[src/mdss_map.svh]
`ifndef MDSS_MAP_SVH
`define MDSS_MAP_SVH

`define MDSS_REG_CTRL        8'h00
`define MDSS_REG_STATUS      8'h04
`define MDSS_REG_SPEED       8'h08
`define MDSS_REG_POSITION    8'h0C

`define MDSS_CTRL_START      0
`define MDSS_CTRL_STOP       1
`define MDSS_CTRL_MODE_REQ   2
`define MDSS_CTRL_FAULT_CLR  3
`define MDSS_CTRL_MODE_SEL   4

`define MDSS_STAT_STATE_LSB  0
`define MDSS_STAT_MODE       4
`define MDSS_STAT_SWITCH     5
`define MDSS_STAT_LOCK_LSB   6
`define MDSS_STAT_FAULT_LSB  8

// fault input indices that only a reset can clear
`define MDSS_FLT_WRONG_HW    0
`define MDSS_FLT_MAINS       1

`define MDSS_RST_MODE_SEL    1'b0
`define MDSS_RST_DATA        32'h0000_0000

`define MDSS_CLK_MHZ         250
`define MDSS_CALC_PERIOD_US  1000
`define MDSS_PER_CLK_DIV     4
`define MDSS_PER_PRESC       2
`define MDSS_ENC_PPR         1024
`define MDSS_FULL_SCALE_RPM  4000
`define MDSS_PER_LIMIT       32767

`endif

[src/mdss_pkg.sv]
package mdss_pkg;

   typedef enum logic [3:0] {
      MDSS_INIT_INIT_SUBSTATE_A,
      MDSS_INIT_PRIMARY,
      MDSS_INIT_OPMODE,
      MDSS_STOP,
      MDSS_RUN_EXCITE,
      MDSS_RUN_SPIN,
      MDSS_RUN_DECAY,
      MDSS_FAULT
   } mdss_state_t;

   typedef logic signed [15:0] mdss_word_t;

endpackage

[src/mdss_speed.sv]
`timescale 1ns/100ps
`include "mdss_map.svh"

module mdss_speed
   import mdss_pkg::*;
#(
   parameter int CALC_CYC = 250000,
   parameter int PRESC    = `MDSS_PER_PRESC,
   parameter int ENC_PPR  = `MDSS_ENC_PPR,
   parameter int QRELOAD  = 4 * ENC_PPR - 1
) (
   // clock and reset
   input  wire logic       clk_i,
   input  wire logic       rst_i,
   // encoder pins
   input  wire logic       enc_a_i,
   input  wire logic       enc_b_i,
   // results
   output mdss_word_t      speed_o,
   output logic            speed_valid_o,
   output mdss_word_t      position_o
);
   localparam int PDIV  = `MDSS_PER_CLK_DIV * PRESC;
   localparam int TBW   = $clog2(CALC_CYC);
   localparam int PW    = $clog2(PDIV) + 1;
   localparam longint FPER = longint'(`MDSS_CLK_MHZ) * 1000000 / PDIV;
   localparam longint KSC = longint'(`MDSS_PER_LIMIT) * 60 * FPER /
      (4 * longint'(ENC_PPR) * `MDSS_FULL_SCALE_RPM);

   initial begin
      if (longint'(CALC_CYC) / PDIV >= `MDSS_PER_LIMIT || PRESC < 1 ||
          KSC >= 64'h0000_0000_FFFF_FFFF || QRELOAD < 1)
         $error("mdss_speed: period count overflows or bad parameters");
   end

   typedef struct packed {
      logic [1:0]       a_sync;
      logic [1:0]       b_sync;
      logic             a_prev;
      logic             b_prev;
      mdss_word_t       pos;
      logic [15:0]      quad;
      mdss_word_t       pcnt;
      logic [15:0]      tcnt;
      logic [PW-1:0]    pre;
      logic [TBW-1:0]   tb;
      logic             arm;
      mdss_word_t       cap_p;
      logic [15:0]      cap_t;
      mdss_word_t       prev_p;
      logic [15:0]      prev_t;
      logic             busy;
      logic [5:0]       dcnt;
      logic [47:0]      num;
      logic [15:0]      den;
      logic [16:0]      rem;
      logic             neg;
      mdss_word_t       speed;
      logic             valid;
   } mdss_spd_t;

   mdss_spd_t s_q, s_d;

   always_comb begin
      logic          a_s;
      logic          b_s;
      logic          ea;
      logic          step;
      logic          up;
      mdss_word_t    dn;
      logic [15:0]   dt;
      logic [16:0]   r;
      a_s  = s_q.a_sync[1];
      b_s  = s_q.b_sync[1];
      ea   = a_s ^ s_q.a_prev;
      step = ea ^ (b_s ^ s_q.b_prev);
      up   = a_s ^ s_q.b_prev;
      dn   = s_q.cap_p - s_q.prev_p;
      dt   = s_q.cap_t - s_q.prev_t;
      r    = {s_q.rem[15:0], s_q.num[47]};
      s_d  = s_q;
      s_d.valid  = 1'b0;
      s_d.a_sync = {s_q.a_sync[0], enc_a_i};
      s_d.b_sync = {s_q.b_sync[0], enc_b_i};
      s_d.a_prev = a_s;
      s_d.b_prev = b_s;
      if (step) begin
         s_d.pos  = up ? s_q.pos + 16'sd1 : s_q.pos - 16'sd1;
         s_d.pcnt = up ? s_q.pcnt + 16'sd1 : s_q.pcnt - 16'sd1;
         s_d.quad = (s_q.quad == 16'h0000) ? 16'(QRELOAD)
                                           : s_q.quad - 16'h0001;
      end
      if (s_q.pre == PW'(PDIV - 1)) begin
         s_d.pre  = '0;
         s_d.tcnt = s_q.tcnt + 16'h0001;
      end else begin
         s_d.pre  = s_q.pre + PW'(1);
      end
      if (ea && s_q.arm) begin
         s_d.cap_p = s_q.pcnt;
         s_d.cap_t = s_q.tcnt;
         s_d.arm   = 1'b0;
      end
      if (s_q.tb == TBW'(CALC_CYC - 1)) begin
         s_d.tb     = '0;
         s_d.prev_p = s_q.cap_p;
         s_d.prev_t = s_q.cap_t;
         s_d.arm    = 1'b1;
         s_d.neg    = dn[15];
         s_d.num    = 48'(dn[15] ? -32'(dn) : 32'(dn)) * 48'(KSC);
         s_d.den    = dt;
         s_d.rem    = '0;
         s_d.dcnt   = '0;
         if (dt == 16'h0000 || dn == 16'sd0) begin
            s_d.speed = '0;
            s_d.valid = 1'b1;
         end else begin
            s_d.busy = 1'b1;
         end
      end else begin
         s_d.tb = s_q.tb + TBW'(1);
      end
      if (s_q.busy) begin
         // restoring divide, one quotient bit per clock
         s_d.num = {s_q.num[46:0], r >= {1'b0, s_q.den}};
         s_d.rem = (r >= {1'b0, s_q.den}) ? r - {1'b0, s_q.den} : r;
         s_d.dcnt = s_q.dcnt + 6'h01;
         if (s_q.dcnt == 6'h2F) begin
            s_d.busy  = 1'b0;
            s_d.valid = 1'b1;
            if (s_d.num > 48'h00_0000_7FFF)
               s_d.speed = s_q.neg ? -16'sh7FFF : 16'sh7FFF;
            else
               s_d.speed = s_q.neg ? -s_d.num[15:0] : s_d.num[15:0];
         end
      end
   end

   always_ff @(posedge clk_i) begin
      if (rst_i)
         s_q <= '0;
      else
         s_q <= s_d;
   end

   assign speed_o       = s_q.speed;
   assign speed_valid_o = s_q.valid;
   assign position_o    = s_q.pos;

endmodule // mdss_speed

[src/mdss_top.sv]
// Summary of operation
// - After reset enter initialization; drive disabled, no motor start there.
// - Init has three substates; init_substate_a taken once per entry selects next.
// - Primary init after reset or fault: sensing correction, mains check.
// - Operating-mode substate latches mode; leaves to stop only at switch stop.
// - Any fault in init, stop or run goes straight to fault.
// - Stop: drive and pads off, disabled fast loop on each end of scan.
// - Mode change request in stop returns to initialization unless a fault wins.
// - Stop with no fault and accepted start enters run.
// - Run: drive and pads on, enabled fast loop on each end of scan.
// - Excitation until nominal flux to spinning; early stop to flux decay.
// - Spinning follows speed command; accepted stop moves to flux decay.
// - Flux decay forces zero speed, then de-excites, then enters stop.
// - Fault: drive off; vanished fault, clear command, switch stop go init.
// - Wrong hardware and mains faults clear only by reset.
// - Position counter steps up or down on every encoder edge.
// - Quadrature channel counts toward zero and reloads at zero.
// - Pulse counter counts decoded pulses; period counter counts clock by eight.
// - Time base triggers speed calculation once per millisecond.
// - Each period: differences, store, arm; next phase A edge captures.
// - Speed is constant times pulse difference over clock difference.
// - Period count per calculation stays below the signed 16-bit limit.
//
// Design decisions made here: the address map and the Wishbone slave port.
`timescale 1ns/100ps
`include "mdss_map.svh"

module mdss_top
   import mdss_pkg::*;
#(
   parameter int FAULT_W  = 5,
   parameter int CALC_CYC = `MDSS_CLK_MHZ * `MDSS_CALC_PERIOD_US,
   parameter int PRESC    = `MDSS_PER_PRESC,
   parameter int ENC_PPR  = `MDSS_ENC_PPR
) (
   // clock and reset
   input  wire logic               clk_i,
   input  wire logic               rst_i,
   // wishbone slave
   input  wire logic               wb_cyc_i,
   input  wire logic               wb_stb_i,
   input  wire logic               wb_we_i,
   input  wire logic [7:0]         wb_adr_i,
   input  wire logic [31:0]        wb_dat_i,
   input  wire logic [3:0]         wb_sel_i,
   output logic [31:0]             wb_dat_o,
   output logic                    wb_ack_o,
   // pins
   input  wire logic               run_sw_i,
   input  wire logic               enc_a_i,
   input  wire logic               enc_b_i,
   // drive status inputs
   input  wire logic [FAULT_W-1:0] fault_i,
   input  wire logic               sense_corr_done_i,
   input  wire logic               mains_done_i,
   input  wire logic               mains_ok_i,
   input  wire logic               flux_nominal_i,
   input  wire logic               zero_speed_i,
   input  wire logic               deexcited_i,
   input  wire logic               eos_i,
   // drive control outputs
   output logic                    drive_en_o,
   output logic                    pwm_pad_en_o,
   output logic                    fast_loop_on_handler_o,
   output logic                    fast_loop_off_handler_o,
   output logic                    sense_corr_start_o,
   output logic                    mains_detect_start_o,
   output logic                    excite_en_o,
   output logic                    speed_cmd_en_o,
   output logic                    speed_zero_o,
   output logic                    deexcite_o,
   output logic                    go_rotate_flag_o,
   output logic                    go_flux_decay_flag_o,
   output logic                    remote_host_mode_o,
   // speed results
   output mdss_word_t              speed_o,
   output logic                    speed_valid_o,
   output mdss_word_t              position_o
);

   initial begin
      if (FAULT_W < 2 || FAULT_W > 24)
         $error("mdss_top: FAULT_W must be 2 to 24");
   end

   typedef struct packed {
      logic [1:0]    sw_sync;
      mdss_state_t   st;
      logic          prim;
      logic          prim_run;
      logic          mains_run;
      logic          mode;
      logic          mode_sel;
      logic [1:0]    lock;
      logic          decay_ph;
      logic          sc_start;
      logic          md_start;
      logic          ack;
      logic [31:0]   rdat;
   } mdss_sup_t;

   mdss_sup_t  q, d;
   mdss_word_t spd;
   mdss_word_t pos;
   logic       spd_v;

   mdss_speed #(
      .CALC_CYC (CALC_CYC),
      .PRESC    (PRESC),
      .ENC_PPR  (ENC_PPR),
      .QRELOAD  (4 * ENC_PPR - 1)
   ) u_speed (
      .clk_i         (clk_i),
      .rst_i         (rst_i),
      .enc_a_i       (enc_a_i),
      .enc_b_i       (enc_b_i),
      .speed_o       (spd),
      .speed_valid_o (spd_v),
      .position_o    (pos)
   );

   always_comb begin
      logic       sw_run;
      logic       wr;
      logic       start_p;
      logic       stop_p;
      logic       modereq_p;
      logic       fclr_p;
      logic       start_cmd;
      logic       stop_cmd;
      logic       mains_bad;
      logic       any_fault;
      logic [1:0] lock_n;
      logic [31:0] rd;
      sw_run    = q.sw_sync[1];
      wr        = wb_cyc_i && wb_stb_i && wb_we_i && !q.ack &&
                  wb_adr_i == `MDSS_REG_CTRL && wb_sel_i[0];
      start_p   = wr && wb_dat_i[`MDSS_CTRL_START];
      stop_p    = wr && wb_dat_i[`MDSS_CTRL_STOP];
      modereq_p = wr && wb_dat_i[`MDSS_CTRL_MODE_REQ];
      fclr_p    = wr && wb_dat_i[`MDSS_CTRL_FAULT_CLR];
      start_cmd = q.mode ? start_p : sw_run;
      stop_cmd  = !sw_run || stop_p;
      mains_bad = q.st == MDSS_INIT_PRIMARY && q.mains_run &&
                  mains_done_i && !mains_ok_i;
      // sticky, only reset clears these
      lock_n    = q.lock | {fault_i[`MDSS_FLT_MAINS] || mains_bad,
                            fault_i[`MDSS_FLT_WRONG_HW]};
      any_fault = |fault_i || |lock_n;
      d          = q;
      d.sw_sync  = {q.sw_sync[0], run_sw_i};
      d.lock     = lock_n;
      d.sc_start = 1'b0;
      d.md_start = 1'b0;
      if (wr)
         d.mode_sel = wb_dat_i[`MDSS_CTRL_MODE_SEL];

      unique case (q.st)
         MDSS_INIT_INIT_SUBSTATE_A: begin
            d.prim = 1'b0;
            if (q.prim) begin
               d.st        = MDSS_INIT_PRIMARY;
               d.sc_start  = 1'b1;
               d.prim_run  = 1'b1;
               d.mains_run = 1'b0;
            end else begin
               d.st = MDSS_INIT_OPMODE;
            end
         end
         MDSS_INIT_PRIMARY: begin
            if (q.prim_run && sense_corr_done_i) begin
               d.prim_run  = 1'b0;
               d.mains_run = 1'b1;
               d.md_start  = 1'b1;
            end
            if (q.mains_run && mains_done_i && mains_ok_i) begin
               d.mains_run = 1'b0;
               d.st        = MDSS_INIT_OPMODE;
            end
         end
         MDSS_INIT_OPMODE: begin
            d.mode = q.mode_sel;
            if (!sw_run)
               d.st = MDSS_STOP;
         end
         MDSS_STOP: begin
            if (modereq_p || q.mode_sel != q.mode)
               d.st = MDSS_INIT_INIT_SUBSTATE_A;
            else if (start_cmd)
               d.st = MDSS_RUN_EXCITE;
         end
         MDSS_RUN_EXCITE: begin
            if (stop_cmd) begin
               d.st       = MDSS_RUN_DECAY;
               d.decay_ph = 1'b0;
            end else if (flux_nominal_i) begin
               d.st = MDSS_RUN_SPIN;
            end
         end
         MDSS_RUN_SPIN: begin
            if (stop_cmd) begin
               d.st       = MDSS_RUN_DECAY;
               d.decay_ph = 1'b0;
            end
         end
         MDSS_RUN_DECAY: begin
            if (!q.decay_ph && zero_speed_i)
               d.decay_ph = 1'b1;
            if (q.decay_ph && deexcited_i)
               d.st = MDSS_STOP;
         end
         MDSS_FAULT: begin
            if (!any_fault && fclr_p && !sw_run) begin
               d.st   = MDSS_INIT_INIT_SUBSTATE_A;
               d.prim = 1'b1;
            end
         end
      endcase

      if (q.st != MDSS_FAULT && any_fault) begin
         d.st        = MDSS_FAULT;
         d.prim_run  = 1'b0;
         d.mains_run = 1'b0;
      end

      rd = `MDSS_RST_DATA;
      unique case (wb_adr_i)
         `MDSS_REG_CTRL:
            rd[`MDSS_CTRL_MODE_SEL] = q.mode_sel;
         `MDSS_REG_STATUS: begin
            rd[`MDSS_STAT_STATE_LSB +: 4] = q.st;
            rd[`MDSS_STAT_MODE]           = q.mode;
            rd[`MDSS_STAT_SWITCH]         = sw_run;
            rd[`MDSS_STAT_LOCK_LSB +: 2]  = q.lock;
            rd[`MDSS_STAT_FAULT_LSB +: FAULT_W] = fault_i;
         end
         `MDSS_REG_SPEED:
            rd[15:0] = spd;
         `MDSS_REG_POSITION:
            rd[15:0] = pos;
         default:
            rd = `MDSS_RST_DATA;
      endcase
      d.ack  = wb_cyc_i && wb_stb_i && !q.ack;
      d.rdat = (wb_cyc_i && wb_stb_i && !q.ack && !wb_we_i) ? rd : q.rdat;
   end

   always_ff @(posedge clk_i) begin
      if (rst_i) begin
         q          <= '0;
         q.st       <= MDSS_INIT_INIT_SUBSTATE_A;
         q.prim     <= 1'b1;
         q.mode_sel <= `MDSS_RST_MODE_SEL;
      end else begin
         q <= d;
      end
   end

   logic running;
   assign running = q.st == MDSS_RUN_EXCITE || q.st == MDSS_RUN_SPIN ||
                    q.st == MDSS_RUN_DECAY;

   assign drive_en_o              = running;
   assign pwm_pad_en_o            = running;
   assign fast_loop_on_handler_o  = eos_i && running;
   assign fast_loop_off_handler_o = eos_i && q.st == MDSS_STOP;
   assign sense_corr_start_o      = q.sc_start;
   assign mains_detect_start_o    = q.md_start;
   assign excite_en_o             = running;
   assign speed_cmd_en_o          = q.st == MDSS_RUN_SPIN;
   assign speed_zero_o            = q.st == MDSS_RUN_DECAY;
   assign deexcite_o              = q.st == MDSS_RUN_DECAY && q.decay_ph;
   assign go_rotate_flag_o        = q.st == MDSS_RUN_SPIN;
   assign go_flux_decay_flag_o    = q.st == MDSS_RUN_DECAY;
   assign remote_host_mode_o      = q.mode;
   assign speed_o                 = spd;
   assign speed_valid_o           = spd_v;
   assign position_o              = pos;
   assign wb_dat_o                = q.rdat;
   assign wb_ack_o                = q.ack;

endmodule // mdss_top

[config.mk]
export PLATFORM = sky130hd
export DESIGN_NAME = mdss_top
export DESIGN_NICKNAME = d
export VERILOG_FILES = /design/src/mdss_pkg.sv /design/src/mdss_speed.sv /design/src/mdss_top.sv
export VERILOG_INCLUDE_DIRS = /design/src
export SDC_FILE = /design/constraint.sdc
export NUM_CORES = 1
export LEC_CHECK = 0
export BUFFER_PORTS_ARGS = -buffer_cell sky130_fd_sc_hd__buf_4
export CORE_MARGIN = 2
export CORE_UTILIZATION = 35
export CTS_CLUSTER_DIAMETER = 50
export DETAILED_ROUTE_END_ITERATION = 10
export GPL_TIMING_DRIVEN = 0
export PLACE_DENSITY_LB_ADDON = 0.05
export SLEW_MARGIN = 10
export SYNTH_ARGS = -nofsm -noshare
export SYNTH_HDL_FRONTEND = slang
export SYNTH_SLANG_ARGS = --single-unit
[constraint.sdc]
create_clock -name clk_i -period 29.6 [get_ports clk_i]
set_input_delay 2.96 -clock clk_i [delete_from_list [all_inputs] [get_ports clk_i]]
set_output_delay 2.96 -clock clk_i [all_outputs]
set_load 0.005 [all_outputs]
==> out/qor.log <==
[outcome] result of the run completed
[clock_tree] TritonCTS clock tree done
[timing] final number of max-transition violations 0
[floorplan] Chip Width 301 um
[placement] routability-driven placement congestion ratio 0.837
[clock_tree] post-CTS setup-driven buffer insertion count 0
[setup_path] CP startpoint kind flip-flop
[power] VDD IR-drop max 0.000145 V
[route] Antenna Nets Post-Route 0
[global_routing] grt ovf 0
[setup_path] startpoint-to-endpoint class of the critical path flip-flop to flip-flop
[setup_path] slack of the worst reg-to-reg path 18,070 ps
[floorplan] die extent in y 301 um
[setup_path] dominant cell type by count on the critical path fa_1
[clock_tree] total number of H-tree levels 2
[power] Pwr Density 109 mW/mm2
[clock_tree] CTS Root Buffer Type clkbuf_16
[global_routing] pin count of the biggest net entering global routing 29
[power] Pleak 0.0169 uW
[placement] number of buffers inserted by port buffering 94
[global_routing] vias in the first global route 24,442
[clock_tree] clock slew seen by the registers of the worst setup and hold paths 70 ps
[timing] Sum Neg Setup Slack 0 ps
[finish] Ant. Diodes 0
[synthesis] count of flip-flops with a built-in enable after synthesis 0
[synthesis] async set-reset flop share out of synthesis 0
[synthesis] Mapped Area 0.0308 mm2
[route] total wire length after detailed routing 89.0 mm
[synthesis] number of library cell types mapped by synthesis 93
[synthesis] post-synthesis cell type with the largest combined area fa_1
[timing] worst relative slew slack 0.140
[route] Via Count 24,016
[route] drt first-iter violations 1,361
[setup_path] CP Data Arrival Time 11,940 ps
[synthesis] Post-Syn Area per Cell 8.58 um2
[synthesis] ys flop type dfxtp_1
[floorplan] Core Footprint 0.0870 mm2
[global_routing] met3 Track Usage GR 0.0196
[clock_tree] maximum clock insertion buffer count 3
[power] Final Total Pwr 3790 uW
[route] detail-routed net length per standard cell 17.5 um
[floorplan] std cell rows 108
[flow_run] max-capacitance violation count 0
[timing] share of the cycle needed by the critical path after routing 0.390
[route] number of iterations in the first detailed-routing pass 5
[clock_tree] CTS-repair resized insts 0
[timing] endpoints failing hold 0
[setup_path] family with the most delay on the worst path adder cells
[clock_tree] CTS Hold Buffers Added 0
[floorplan] die footprint 0.0904 mm2
[timing] worst slew pin tran 1290 ps
[floorplan] ports placed on the boundary 143
[setup_path] CP endpoint kind flip-flop
[clock_tree] Clock Sinks 278
[synthesis] gate count of the mapped netlist 3,589
[clock_tree] source-to-sink clock delay at the later pin of the worst-skew pair 540 ps
[global_routing] met2 usage in global routing 0.327
[route] ratio of routed vias to standard cells 4.72
[setup_path] stage delay of the slowest cell on the critical path 940 ps
[synthesis] sequential fraction of the synthesis area 0.181
[synthesis] synth top area cells fa_1 (24%), dfxtp_1 (18%), ha_1 (12%), inv_1 (7.9%), a21oi_1 (4.3%)
[synthesis] portion of synthesized cell area occupied by the leading cell type 0.243
[clock_tree] Inserted Clock Buffers 35
[timing] worst clock skew on the final layout 27.2 ps
[finish] final net count 4,650
[timing] unrepaired setup endpoints after global routing no
[placement] dpl hpwl 74.4 mm
[timing] Fmax 86.7 MHz
[floorplan] initial core utilization 0.354
[global_routing] first-pass GRT wire length 141 mm
[route] number of remaining DRC errors 0
[setup_path] critical-path maximum fanout 10
[global_routing] number of antenna violations at the first check in global routing 1
[setup_path] buffers and inverters on the worst path 7
[timing] time the worst path needs with I/O delays and setup 11,530 ps
[global_routing] highest-utilization routing layer at the global route stage met2
[synthesis] most used standard cell by instance count after synthesis inv_1
[hold_path] type of the most critical hold path flip-flop to flip-flop
[global_routing] global routing usage summed across all routing layers 0.201
[finish] share of post-route cells with drive strength above 1 0.0735
[timing] final count of negative-setup-slack endpoints 0
[finish] layout overhead on the synthesized area 13.2%
[synthesis] total number of yosys warnings 0
[setup_path] cell with the largest stage delay on the worst path xor2_1
[setup_path] required time of the worst setup path 30,010 ps
[synthesis] flop and latch count out of synthesis 278
[synthesis] synth cell count leaders inv_1 (646), fa_1 (374), nand2_1 (333)
[global_routing] fraction of met1 tracks used by global routing 0.295
-- sequential cells by signal (all words and copies together), names as in the netlist --
signal,cells
u_speed.position_o,16
remote_host_mode_o,1
u_speed.s_d,4
wb_dat_o,16
wb_ack_o,1
sense_corr_start_o,1
mains_detect_start_o,1
u_speed.s_q,209
u_speed.speed_valid_o,1
d,1
q,11
u_speed.speed_o,16
-- metrics by stage --
stage / setup slack, ps / cells / hold WS [ps] / instance area [um2] / util
6_report: 18070 / 5088 / 428 / 34900 / 0.401
4_1_cts: 18020 / 5088 / 441 / 34900 / 0.401
3_5_place_dp: 18060 / 5027 / 426 / 33700 / 0.388
3_3_place_gp: 17530 / 5024 / 416 / 33700 / 0.387
5_1_grt: 17490 / 5088 / 459 / 34900 / 0.401
2_1_floorplan: 20160 / 3775 / 414 / 31500 / -
-- metal layers --
metal / vias up / share of wire
met1: 11651 / 0.50
met3: 78 / 0.026
met5: - / 0
li1: 12017 / -
met4: 0 / 0.013
met2: 270 / 0.46
-- logic make-up after synthesis --
logic type                 Yosys count  synth area share
and+or+nand+nor                    883             0.132
buffers and inverters              868             0.114
adders and majority gates          677             0.366
AOI/OAI and AO/OA                  657             0.137
DFF                                278             0.181
xor gates and xnor gates           190            0.0567
muxes                               34            0.0121
other                                2          0.000244
-- worst register-to-register path, delay by kind of cell, from the launching register on --
kind            cells  cell delay [ps]
compound gates     12             3880
simple gates        3              610
mux                 1              300
buf+inv             7             1130
xor+xnor            1              940
fa+ha+maj           9             4130
flops               1              440
-- area by class of cell --
type,count,area [um2]
timing repair buffer,97,743
tap,1155,1450
inverter,647,2430
clock buffer,45,973
buffer,221,1100
clock inverter,16,176
multi-input combinational,2629,22400
fill,9157,52100
sequential,278,5570
-- path summary, 6_finish.rpt --
path,endpoint,cells after the start,from
min,q[48],1,d[48]
max reg2reg,u_speed.s_q[91],33,u_speed.s_q[158]
min reg2reg,q[48],1,d[48]
max,u_speed.s_q[91],33,u_speed.s_q[158]
-- layout by cell type (no fill, tap or decap), types with 19 or more instances in the layout --
cell type | Yosys | routed
inv_1 | 646 | 646
fa_1 | 374 | 374
nand2_1 | 333 | 333
ha_1 | 303 | 303
dfxtp_1 | 278 | 278
a21oi_1 | 262 | 262
nor2_1 | 233 | 233
conb_1 | 2 | 188
buf_4 | 68 | 162
clkbuf_1 | 143 | 147
xnor2_1 | 99 | 96
o21ai_0 | 91 | 91
xor2_1 | 86 | 84
nor3_1 | 58 | 58
a21o_1 | 56 | 56
nand3_1 | 48 | 48
nor2b_1 | 37 | 37
clkbuf_16 | 0 | 35
a211oi_1 | 32 | 32
and3_1 | 29 | 29
a31oi_1 | 29 | 29
nand2b_1 | 27 | 27
o21a_1 | 21 | 21
o211ai_1 | 19 | 19
nand4_1 | 19 | 19
-- where the power goes --
part	total, uW	switching (uW)	internal (uW)
registers	402	16.4	385
clock network	437	183	253
logic	2950	1760	1190
(Power assumes the default switching activity.)
